`src/verilog/gray_shade_pkg.sv`:
```
// constants and types shared by the gray-shade column driver design
//
// Overview of operation
// - each of sixteen columns keeps a 4-bit shade code in shift storage.
// - four serial inputs feed four chains, one code bit per column each.
// - each chain's last stage drives a serial output for cascading chips.
// - transfer high: codes copied, chains frozen, columns low, no shifts.
// - transfer low releases chains from counters and lets counters count.
// - counting starts on first count-clock fall, advances on later falls.
// - each channel pulse starts with counting and ends as its code sets.
// - a channel follows the ramp during its pulse, then holds the level.
// - each code selects one of sixteen distinct pulse lengths.
// - sixteen independent counters, each loaded from its own column bits.
// - counters step a linear feedback sequence, not binary order.
// - ABCD 0000,0001,0010,0100,1000,0011,0110,1100 are shades 1 to 8.
// - codes 1011,0101,1010,0111,1110,1111,1101,1001 are shades 9 to 16.
// - serial data shifts in on shift-clock falls while transfer is low.
package gray_shade_pkg;

  // geometry
  localparam int NUM_COLS   = 16;
  localparam int NUM_LANES  = 4;
  localparam int CODE_W     = 4;
  localparam int RAMP_W     = 8;
  localparam int FIFO_DEPTH = 8;
  localparam int PERIOD_W   = 5;

  // shade code sequence: shade 1 is the lock-up code, shade 2 ends the walk
  localparam logic [CODE_W-1:0] CODE_DIMMEST   = 4'h0;
  localparam logic [CODE_W-1:0] CODE_LAST_STEP = 4'h1;
  localparam logic [CODE_W-1:0] LFSR_TAPS      = 4'h3;

  // count periods in one conversion, matching the ramp rise
  localparam logic [PERIOD_W-1:0] COUNT_PERIODS = 5'h10;

  // values after reset
  localparam logic [CODE_W-1:0]   CODE_RESET   = 4'h0;
  localparam logic [RAMP_W-1:0]   LEVEL_RESET  = 8'h00;
  localparam logic [PERIOD_W-1:0] PERIOD_RESET = 5'h00;
  localparam logic [NUM_COLS-1:0] CHAIN_RESET  = 16'h0000;

endpackage

```
`src/verilog/gray_shade_column_driver.sv`:
```
// top level: sixteen-column gray-shade driver logic with cascade chains
`timescale 1ns/1ps
module gray_shade_column_driver
  import gray_shade_pkg::*;
(
  input  wire logic                       clock_i,
  input  wire logic                       rst_n_i,
  input  wire logic                       shift_clk_i,
  input  wire logic                       count_clk_i,
  input  wire logic                       load_count_i,
  input  wire logic                       lane0_in_i,
  input  wire logic                       lane1_in_i,
  input  wire logic                       lane2_in_i,
  input  wire logic                       lane3_in_i,
  input  wire logic [RAMP_W-1:0]          ramp_level_in_i,
  output logic                            lane0_out_o,
  output logic                            lane1_out_o,
  output logic                            lane2_out_o,
  output logic                            lane3_out_o,
  output logic [NUM_COLS*RAMP_W-1:0]      column_drive_out_o,
  output logic [NUM_COLS-1:0]             pulse_o,
  output logic                            shift_ready_o,
  output logic                            chain_idle_o,
  output logic                            counting_o,
  output logic                            frame_done_o,
  output logic [PERIOD_W-1:0]             period_o
);

  // conversion sequencer states
  typedef enum logic [2:0] {
    ST_IDLE  = 3'b000,
    ST_LOAD  = 3'b001,
    ST_ARMED = 3'b010,
    ST_COUNT = 3'b011,
    ST_DONE  = 3'b100
  } seq_state_t;

  seq_state_t            state_q;
  seq_state_t            state_d;
  logic                  shift_clk_q;
  logic                  count_clk_q;
  logic                  shift_fall;
  logic                  count_fall;
  logic                  push_valid;
  logic [NUM_LANES-1:0]  push_word;
  logic                  pop_valid;
  logic                  pop_ready;
  logic [NUM_LANES-1:0]  pop_word;
  logic                  pop;
  logic [NUM_COLS-1:0]   chain_q [NUM_LANES];
  logic                  start_cnt;
  logic                  step_cnt;
  logic [PERIOD_W-1:0]   period_q;
  logic [NUM_COLS-1:0]   pulse;
  logic [RAMP_W-1:0]     level_q [NUM_COLS];

  ////////////////////////////////////////////////////////////////////////////
  // edge detection on the partner's clocks; they are sampled as plain
  // synchronous levels, so each must stay high and low for a cycle at least

  // previous levels, reset low so a clock held low never looks like a fall
  always_ff @(posedge clock_i) begin
    if (!rst_n_i) begin
      shift_clk_q <= 1'b0;
      count_clk_q <= 1'b0;
    end else begin
      shift_clk_q <= shift_clk_i;
      count_clk_q <= count_clk_i;
    end
  end

  assign shift_fall = shift_clk_q & ~shift_clk_i;
  assign count_fall = count_clk_q & ~count_clk_i;

  ////////////////////////////////////////////////////////////////////////////
  // input buffer: one word carries one bit of every lane

  // lane 0 is code bit A, the most significant one
  assign push_word  = {lane3_in_i, lane2_in_i, lane1_in_i, lane0_in_i};
  // shift falls seen during a transfer are dropped
  assign push_valid = shift_fall & ~load_count_i;
  // chains stay frozen while the transfer is high
  assign pop_ready  = ~load_count_i;
  assign pop        = pop_valid & pop_ready;

  lane_word_fifo #(
    .W     (NUM_LANES),
    .DEPTH (FIFO_DEPTH)
  ) u_fifo (
    .clock_i     (clock_i),
    .rst_n_i     (rst_n_i),
    .in_valid_i  (push_valid),
    .in_ready_o  (shift_ready_o),
    .in_data_i   (push_word),
    .out_valid_o (pop_valid),
    .out_ready_i (pop_ready),
    .out_data_o  (pop_word)
  );

  // the partner must not raise the transfer before the buffer has drained
  assign chain_idle_o = ~pop_valid;

  ////////////////////////////////////////////////////////////////////////////
  // shift chains: one per lane, sixteen stages each

  for (genvar l = 0; l < NUM_LANES; l++) begin : g_lane
    // a new bit enters stage 0, the oldest falls out of the last stage
    always_ff @(posedge clock_i) begin
      if (!rst_n_i) begin
        chain_q[l] <= CHAIN_RESET;
      end else if (pop) begin
        chain_q[l] <= {chain_q[l][NUM_COLS-2:0], pop_word[l]};
      end
    end
  end

  // delayed data for the next chip in the cascade
  assign lane0_out_o = chain_q[0][NUM_COLS-1];
  assign lane1_out_o = chain_q[1][NUM_COLS-1];
  assign lane2_out_o = chain_q[2][NUM_COLS-1];
  assign lane3_out_o = chain_q[3][NUM_COLS-1];

  ////////////////////////////////////////////////////////////////////////////
  // conversion sequencer

  // next state
  always_comb begin
    state_d = state_q;
    case (state_q)
      ST_IDLE: begin
        if (load_count_i) begin
          state_d = ST_LOAD;
        end
      end
      ST_LOAD: begin
        if (!load_count_i) begin
          state_d = ST_ARMED;
        end
      end
      ST_ARMED: begin
        if (load_count_i) begin
          state_d = ST_LOAD;
        end else if (count_fall) begin
          state_d = ST_COUNT;
        end
      end
      ST_COUNT: begin
        if (load_count_i) begin
          state_d = ST_LOAD;
        end else if (count_fall && period_q == COUNT_PERIODS - 1'b1) begin
          state_d = ST_DONE;
        end
      end
      ST_DONE: begin
        if (load_count_i) begin
          state_d = ST_LOAD;
        end
      end
      default: begin
        state_d = ST_IDLE;
      end
    endcase
  end

  // state register
  always_ff @(posedge clock_i) begin
    if (!rst_n_i) begin
      state_q <= ST_IDLE;
    end else begin
      state_q <= state_d;
    end
  end

  // first fall opens every pulse, later falls step the counters
  assign start_cnt = (state_q == ST_ARMED) & count_fall & ~load_count_i;
  assign step_cnt  = (state_q == ST_COUNT) & count_fall & ~load_count_i;

  // count periods since the start, so a frame ends even if the ramp
  // keeps clocking; falls after the end are ignored until the next transfer
  always_ff @(posedge clock_i) begin
    if (!rst_n_i) begin
      period_q <= PERIOD_RESET;
    end else if (load_count_i) begin
      period_q <= PERIOD_RESET;
    end else if (step_cnt) begin
      period_q <= period_q + 1'b1;
    end
  end

  assign counting_o   = (state_q == ST_COUNT);
  assign frame_done_o = (state_q == ST_DONE);
  assign period_o     = period_q;

  ////////////////////////////////////////////////////////////////////////////
  // per column: counter plus sample-and-hold of the ramp level

  for (genvar c = 0; c < NUM_COLS; c++) begin : g_col
    logic [CODE_W-1:0] code;

    // bit A from lane 0 down to bit D from lane 3
    assign code = {chain_q[0][c], chain_q[1][c],
                   chain_q[2][c], chain_q[3][c]};

    shade_counter u_counter (
      .clock_i (clock_i),
      .rst_n_i (rst_n_i),
      .load_i  (load_count_i),
      .code_i  (code),
      .start_i (start_cnt),
      .step_i  (step_cnt),
      .pulse_o (pulse[c])
    );

    // follow the ramp while the pulse is high, hold afterwards; the
    // transfer forces the column low so old levels never leak into a frame
    always_ff @(posedge clock_i) begin
      if (!rst_n_i) begin
        level_q[c] <= LEVEL_RESET;
      end else if (load_count_i) begin
        level_q[c] <= LEVEL_RESET;
      end else if (pulse[c]) begin
        level_q[c] <= ramp_level_in_i;
      end
    end

    assign column_drive_out_o[c*RAMP_W +: RAMP_W] = level_q[c];
  end

  assign pulse_o = pulse;

endmodule // gray_shade_column_driver

```
`src/verilog/lane_word_fifo.sv`:
```
// small first-in first-out buffer between the serial pins and the chains
`timescale 1ns/1ps
module lane_word_fifo #(
  parameter int W     = 4,
  parameter int DEPTH = 8
) (
  input  wire logic         clock_i,
  input  wire logic         rst_n_i,
  input  wire logic         in_valid_i,
  output logic              in_ready_o,
  input  wire logic [W-1:0] in_data_i,
  output logic              out_valid_o,
  input  wire logic         out_ready_i,
  output logic [W-1:0]      out_data_o
);

  localparam int AW = $clog2(DEPTH);

  logic [W-1:0] mem_q [DEPTH];
  logic [AW:0]  wr_q;
  logic [AW:0]  rd_q;
  logic         full;
  logic         empty;

  ////////////////////////////////////////////////////////////////////////////
  // status: pointers carry one extra wrap bit so full and empty differ
  assign empty       = (wr_q == rd_q);
  assign full        = (wr_q[AW] != rd_q[AW]) &&
                       (wr_q[AW-1:0] == rd_q[AW-1:0]);
  assign in_ready_o  = ~full;
  assign out_valid_o = ~empty;
  assign out_data_o  = mem_q[rd_q[AW-1:0]];

  ////////////////////////////////////////////////////////////////////////////
  // storage needs no reset, only the pointers decide what is valid
  always_ff @(posedge clock_i) begin
    if (in_valid_i && !full) begin
      mem_q[wr_q[AW-1:0]] <= in_data_i;
    end
  end

  // write pointer
  always_ff @(posedge clock_i) begin
    if (!rst_n_i) begin
      wr_q <= '0;
    end else if (in_valid_i && !full) begin
      wr_q <= wr_q + 1'b1;
    end
  end

  // read pointer
  always_ff @(posedge clock_i) begin
    if (!rst_n_i) begin
      rd_q <= '0;
    end else if (out_ready_i && !empty) begin
      rd_q <= rd_q + 1'b1;
    end
  end

endmodule // lane_word_fifo

```
`src/verilog/shade_counter.sv`:
```
// one column's polynomial counter turning a shade code into a pulse width
`timescale 1ns/1ps
module shade_counter
  import gray_shade_pkg::*;
(
  input  wire logic              clock_i,
  input  wire logic              rst_n_i,
  input  wire logic              load_i,
  input  wire logic [CODE_W-1:0] code_i,
  input  wire logic              start_i,
  input  wire logic              step_i,
  output logic                   pulse_o
);

  logic [CODE_W-1:0] state_q;
  logic              active_q;

  // walk the feedback sequence backwards toward the last-step code, so the
  // codes late in the forward sequence give the longest pulses
  function automatic logic [CODE_W-1:0] lfsr_prev(
    input logic [CODE_W-1:0] t
  );
    logic [CODE_W-1:0] u;
    u = t ^ ({CODE_W{t[0]}} & LFSR_TAPS);
    lfsr_prev = {t[0], u[CODE_W-1:1]};
  endfunction

  ////////////////////////////////////////////////////////////////////////////
  // counter state: loaded during transfer, stepped on each later count fall while its pulse is on
  always_ff @(posedge clock_i) begin
    if (!rst_n_i) begin
      state_q <= CODE_RESET;
    end else if (load_i) begin
      state_q <= code_i;
    end else if (step_i && active_q) begin
      if (state_q == CODE_LAST_STEP) begin
        state_q <= CODE_DIMMEST;
      end else if (state_q != CODE_DIMMEST) begin
        state_q <= lfsr_prev(state_q);
      end
    end
  end

  // pulse: on at the first fall, off at the first step fall that finds the lock-up code
  always_ff @(posedge clock_i) begin
    if (!rst_n_i) begin
      active_q <= 1'b0;
    end else if (load_i) begin
      active_q <= 1'b0;
    end else if (start_i) begin
      active_q <= 1'b1;
    end else if (step_i && state_q == CODE_DIMMEST) begin
      active_q <= 1'b0;
    end
  end

  assign pulse_o = active_q;

endmodule // shade_counter
```
`config.mk`:
```
export PLATFORM = sky130hd
export DESIGN_NAME = gray_shade_column_driver
export DESIGN_NICKNAME = d
export VERILOG_FILES = /design/src/verilog/gray_shade_pkg.sv /design/src/verilog/gray_shade_column_driver.sv /design/src/verilog/lane_word_fifo.sv /design/src/verilog/shade_counter.sv
export SDC_FILE = /design/constraint.sdc
export NUM_CORES = 1
export LEC_CHECK = 0
export ABC_AREA = 1
export BUFFER_PORTS_ARGS = -buffer_cell sky130_fd_sc_hd__buf_2
export CAP_MARGIN = 5
export CORE_MARGIN = 8
export CORE_UTILIZATION = 39
export CTS_CLUSTER_DIAMETER = 80
export DETAILED_ROUTE_END_ITERATION = 16
export MAX_ROUTING_LAYER = met4
export PLACE_DENSITY_LB_ADDON = 0.05
export SLEW_MARGIN = 5
export SYNTH_ARGS = -nofsm -noshare
export SYNTH_HDL_FRONTEND = slang
export SYNTH_HIERARCHICAL = 1
export SYNTH_SLANG_ARGS = --single-unit
```
`constraint.sdc`:
```
create_clock -name clock_i -period 6.7 [get_ports clock_i]
set_input_delay 0.335 -clock clock_i [delete_from_list [all_inputs] [get_ports clock_i]]
set_output_delay 0.335 -clock clock_i [all_outputs]
set_load 0.05 [all_outputs]
```
==> flow_summary.toml, run 1 <==
[cts]
ctsHtreeMaxLevel = 2
clockRootBuffer = "clkbuf_16"
cts_setup_buffers = 0
cts.clk_slew.worst_paths_ns = 0.06
numCtsBuffers = 38
clock_sinks = 325
cts_resized = 0
clk_latency_ns = 0.52
cts_max_path_buffers = 3
cts_hold_buf = 1
cts_tree = "built"

[power]
switching_share_pct = 28.23
p_clk_share_pct = 39.1
peakVddDrop_mv = 0.2011
p_seq_share_pct = 46.2
p_leak_nw = 7.611
power_density_nw_per_um2 = 311.5
p_comb_share_pct = 14.6
p_sw_mw = 1.487
power.internal_mw = 3.780

[critical_path]
cp_max_fo = 10
crit_required_ns = 6.36
cp_cell_sequence = "xnor2_2, and2_4, nand2_4, inv_1, buf_2"
worst_path_max_delay_cell = "dfxtp_1"
reg2reg_from = "u_fifo/wr_q[0]"
worst_setup_path_start_kind = "register"
r2r-end = "chain_q[3][8]"
reg2reg_depth = 8
reg2reg_slack_ns = 4.43
slowest_delay_ns = 0.49
cp-end-kind = "output pin"
cp.arrival_ns = 1.95
crit_type = "reg2out"

[sta]
tightest_slew_ns = 0.8310
skew_ns = 0.01588
hold_violations = 0
max_clock_freq_ghz = 0.4374
finalMaxSlewViolations = 0
setup_violations = 0
setup-tns-final_ns = 0
period_share_pct = 34.12
rsz0062_at_grt = "no"
whs_ns = 0.03024
slew_headroom_pct = 44.60
finalCriticalPeriod_ns = 2.286

[global_routing]
grt_usage_pct = 16.81
grt_pass1_vias = 10640
grt_pass1_wl_mm = 57.82
grt_remaining_overflow = 0
grt_antenna_before_repair = 0
grt_max_degree = 65

[synth]
synth_cell_types = 37
netlist_instances = 1606
synthesis.nets = 1627
syn_area_um2 = 14280
ys_ff_latch = 325
ys_warn_count = 6
synth-seq-area-share_pct = 61.25
syn_area_per_cell_um2 = 8.893

[die]
fp.dieW_um = 207.4
coreArea_um2 = 36350
die_h_um = 207.4
row_count = 70
die_area_um2 = 43000
initial_core_util_pct = 39.29
io_pins = 174

[route]
routed-via-count = 11040
drt_iter0_markers = 521
avgRoutedWirePerCell_um = 15.50
drc = 0
viasPerCell = 4.802
dr.pass1.iters = 5
wl_mm = 35.61
ant_nets = 0

[final_layout]
finish.utilization_pct = 46.52
num-nets-final = 1823
mostFrequentLayoutCell = "nor2_1"
final_cell_mix = "nor2_1, nand2_1, edfxtp_1"
instances_no_fill = 2298
nFillCells = 3530
drive_above_1_share_pct = 15.63
area_delta_synth_final_pct = 18.38
insertedDiodeCount = 0

[worst_hold_path]
hp-class = "in2reg"
holdCritStartpoint = "shift_clk_i"
min_to = "shift_clk_q"
min_delay_path_depth = 3

[placement]
gp_congestion = 0.8202
port_buffers = 173
place_hpwl_mm = 24.02
placedCellCount = 2229

[run]
cap_violations = 0

[status]
status = "completed"
-- stage by stage --
step	setup WS, ns	cell area, µm²	power [mW]
floorplan	0.4612	14280	3.047
global placement	4.015	15660	3.258
detailed placement	3.953	15660	3.258
CTS	4.351	16910	5.342
global route	4.230	16910	5.516
finish	4.414	16910	5.267
-- state kept, by name, summed over array words and instances (netlist names), named ones only --
signal / flops
state_q: 3
u_fifo/mem_q: 32
g_col.u_counter/pulse_o: 16
count_clk_q: 1
shift_clk_q: 1
u_fifo/rd_q: 4
chain_q: 64
g_col.u_counter/state_q: 64
level_q: 128
u_fifo/wr_q: 4
period_o: 5
-- worst max path at each step --
stage / from / end / slack, ns / cells after the start
after detailed placement: load_count_i / g_col[6].u_counter/state_q[3] / 3.95 / 12
after global placement: load_count_i / g_col[12].u_counter/state_q[0] / 4.01 / 12
final: u_fifo/wr_q[1] / chain_idle_o / 4.41 / 5
after CTS: u_fifo/wr_q[1] / chain_idle_o / 4.35 / 5
after global routing: u_fifo/wr_q[0] / chain_q[1][4] / 4.23 / 8
after floorplan: u_fifo/wr_q[0] / chain_q[0][0] / 0.46 / 7
-- power groups by stage --
| stage | Clock, mW | Combinational (mW) | Sequential [mW] |
|---|---|---|---|
| after CTS | 2.12 | 0.783 | 2.44 |
| after detailed placement | 0 | 0.779 | 2.48 |
| after floorplan | 0 | 0.468 | 2.58 |
| final | 2.06 | 0.771 | 2.44 |
| after global placement | 0 | 0.779 | 2.48 |
| after global routing | 2.19 | 0.868 | 2.46 |
-- logic make-up after synthesis --
family | after synthesis | share of synthesized area, %
compound gates | 147 | 5.274
xor+xnor | 4 | 0.2979
fa+ha+maj | 4 | 0.3504
buf+inv | 240 | 6.631
flops | 325 | 61.25
mux | 8 | 0.5607
simple gates | 878 | 25.63
-- routing by layer --
layer  share of wire [%]  GRT usage (%)  routed length, µm
met4                 1.9          4.757                667
met3                 5.6          3.246               1991
met2                  45          25.61              15880
met5                   0              -                  0
met1                  48          22.69              17070
-- layout make-up --
type / instances / area (µm²) / area share [%]
flip-flops and latches: 325 / 8748 / 51.74
inverters: 216 / 817.0 / 4.832
clock inverters: 23 / 236.5 / 1.399
multi-input cells: 1041 / 4598 / 27.20
clock buffers: 45 / 998.5 / 5.905
well taps: 468 / 585.6 / 3.463
repair buffers: 180 / 923.4 / 5.461
-- synth_stat cells --
library cell / instances / share of area (%)
nor2_1: 345 / 9.1
xnor2_2: 1 / 0.11
nand2_2: 19 / 0.83
nand2_4: 2 / 0.16
or2_0: 16 / 0.70
nor3b_1: 1 / 0.053
a21oi_2: 2 / 0.12
clkbuf_1: 2 / 0.053
inv_1: 193 / 5.1
nand4_1: 1 / 0.044
edfxtp_1: 224 / 47
clkinv_2: 1 / 0.035
and2_1: 1 / 0.044
o21ai_0: 44 / 1.5
inv_2: 20 / 0.53
o21ai_1: 2 / 0.070
and2_4: 1 / 0.061
inv_4: 2 / 0.088
nand3_1: 160 / 5.6
nand2_1: 325 / 8.5
nand3b_1: 1 / 0.053
buf_6: 1 / 0.079
buf_8: 1 / 0.11
o22ai_1: 8 / 0.35
mux2i_1: 8 / 0.56
buf_2: 11 / 0.39
nand4_4: 1 / 0.15
a21oi_1: 91 / 3.2
dfxtp_1: 101 / 14
xor2_1: 3 / 0.18
buf_4: 2 / 0.11
nor3_1: 1 / 0.035
buf_1: 7 / 0.18
ha_1: 4 / 0.35
nor3_2: 1 / 0.070
nor2_4: 1 / 0.079
nand3_2: 2 / 0.14
-- worst max-delay path: cells and delay by family, from the launching register on --
family                 cells  cell delay (ns)
XOR/XNOR                   1             0.19
buffers and inverters      2             0.45
flip-flops                 1             0.49
AND/OR/NAND/NOR            2             0.28
No activity file was read; power rests on OpenSTA's default activity.
==> inputs of run 2 (changes only) <==
Clock period 6.7 ns to 2.3 ns, I/O delays scaled along.
==> flow_summary.toml, run 2 (synthesized netlist as in run 1, its figures left out) <==
[critical_path]
worst_setup_path_start_kind = "register"
crit_required_ns = 2.18
path_buf_inv = 2
worst_path_max_delay_cell = "dfxtp_2"
cpLargestDelayFamily = "buffers and inverters"
cp_max_fo = 10
cp_cell_sequence = "xnor2_2, and2_4, nand2_4, clkinvlp_4, buf_2"
cp.arrival_ns = 1.83
crit_type = "reg2out"
cp-end-kind = "output pin"
slowest_delay_ns = 0.37

[die]
row_count = 70
fp.dieW_um = 207.4
die_h_um = 207.4
initial_core_util_pct = 39.29
die_area_um2 = 43000
io_pins = 174
coreArea_um2 = 36350

[route]
wl_mm = 35.35
avgRoutedWirePerCell_um = 15.29
viasPerCell = 4.750
dr.pass1.iters = 5
drc = 0
ant_nets = 0
drt_iter0_markers = 728
routed-via-count = 10980

[cts]
cts_setup_buffers = 0
clockRootBuffer = "clkbuf_16"
clock_sinks = 325
cts_max_path_buffers = 3
cts_tree = "built"
cts_resized = 0
clk_latency_ns = 0.53
numCtsBuffers = 38
cts.clk_slew.worst_paths_ns = 0.06
ctsHtreeMaxLevel = 2

[placement]
place_hpwl_mm = 24.16
placedInstanceArea_um2 = 15780
pre_cts_slack_ns = 0.3070
gp_congestion = 0.8511
port_buffers = 173

[sta]
tightest_slew_ns = 0.8213
setup-tns-final_ns = 0
finalWorstSetupSlack_ns = 0.3586
rsz0062_at_grt = "no"
finalCriticalPeriod_ns = 1.941
hold_violations = 0
slew_headroom_pct = 45.25
period_share_pct = 84.41
finalMaxSlewViolations = 0
max_clock_freq_ghz = 0.5151
setup_violations = 0
skew_ns = 0.01830

[final_layout]
reg.largest.list = "level_q (128), chain_q (64), g_col.u_counter/state_q (64)"
largest_reg_flops = 128
final_cell_area_um2 = 17100
area_delta_synth_final_pct = 19.72
num-nets-final = 1836
largest-register = "level_q"
drive_above_1_share_pct = 16.27
mostFrequentLayoutCell = "nor2_1"
final_cell_mix = "nor2_1, nand2_1, edfxtp_1"
insertedDiodeCount = 0

[global_routing]
grt_usage_pct = 16.75
grt_pass1_vias = 10430
grt_remaining_overflow = 0
grt_max_degree = 73
grt_pass1_wl_mm = 57.06
grt_antenna_before_repair = 0

[power]
power_mw = 15.45
switching_share_pct = 28.25
p_comb_share_pct = 15.0
p_seq_share_pct = 45.8
peakVddDrop_mv = 0.4882
power.internal_mw = 11.09
power_density_nw_per_um2 = 903.5
p_leak_nw = 7.694
p_sw_mw = 4.364
p_clk_share_pct = 39.2

[worst_hold_path]
hp-class = "in2reg"

[status]
status = "completed"

[run]
cap_violations = 0
==> run 2: cell types whose count changed in the layout (fill, tap and decap cells not counted), moves of 3 or more <==
| cell | delta |
|---|---|
| dlygate4sd3_1 | +6 |
| buf_12 | +4 |
| clkinv_1 | -5 |
| dfxtp_1 | -3 |
| clkbuf_1 | +3 |
| buf_4 | +3 |
==> run 2: worst paths after layout <==
kind | depth (start not counted) | startpoint | slack [ns] | endpoint
worst min-delay path | 4 | load_count_i | 0.05 | state_q[1]
worst max register to register | 7 | u_fifo/wr_q[2] | 0.43 | chain_q[1][7]
worst min register to register | 2 | g_col[13].u_counter/state_q[2] | 0.49 | g_col[13].u_counter/state_q[2]
worst max-delay path | 5 | u_fifo/wr_q[1] | 0.36 | chain_idle_o
==> run 2: final cells by class <==
cell class	instances	area (µm²)
Clock buffer	49	1012
Sequential cell	325	8755
Clock inverter	20	241.5
Fill cell	3488	19250
Multi-Input combinational cell	1041	4598
Tap cell	468	585.6
Timing Repair Buffer	193	1086
Inverter	216	820.8
==> run 2: what timing repair did <==
item                                    in CTS  in global routing
endpoints found under the hold margin       36                  0
endpoints found under the setup margin       0                  0
hold buffers                                 7                  0
==> run 2: tightest hold or removal path, delay by kind of cell <==
family,cells,cell delay (ns)
compound gates,2,0.14
simple gates,1,0.06
buf+inv,1,0.19
==> run 2: metrics by stage <==
stage	utilization [%]	hold WS, ns	std cells
finish	47.04	0.04674	2312
detailed placement	43.40	0.3183	2236
floorplan	-	0.2126	1606
global route	47.04	0.07153	2312
global placement	43.40	0.3134	2236
CTS	47.04	0.02856	2312
==> run 2: power groups by stage <==
stage	sequential [mW]	combinational, mW	clock, mW
final	7.07	2.32	6.05
after global routing	7.14	2.60	6.47
after CTS	7.08	2.36	6.24
after detailed placement	7.20	2.34	0
after global placement	7.20	2.34	0
after floorplan	7.48	1.38	0
==> run 2: routing by layer <==
metal	GRT usage (%)	vias up	routed length [µm]
li1	-	5640	-
met1	21.98	5002	16770
met2	26.10	275	15780
met3	3.382	64	1992
met4	4.856	0	813
met5	-	-	0
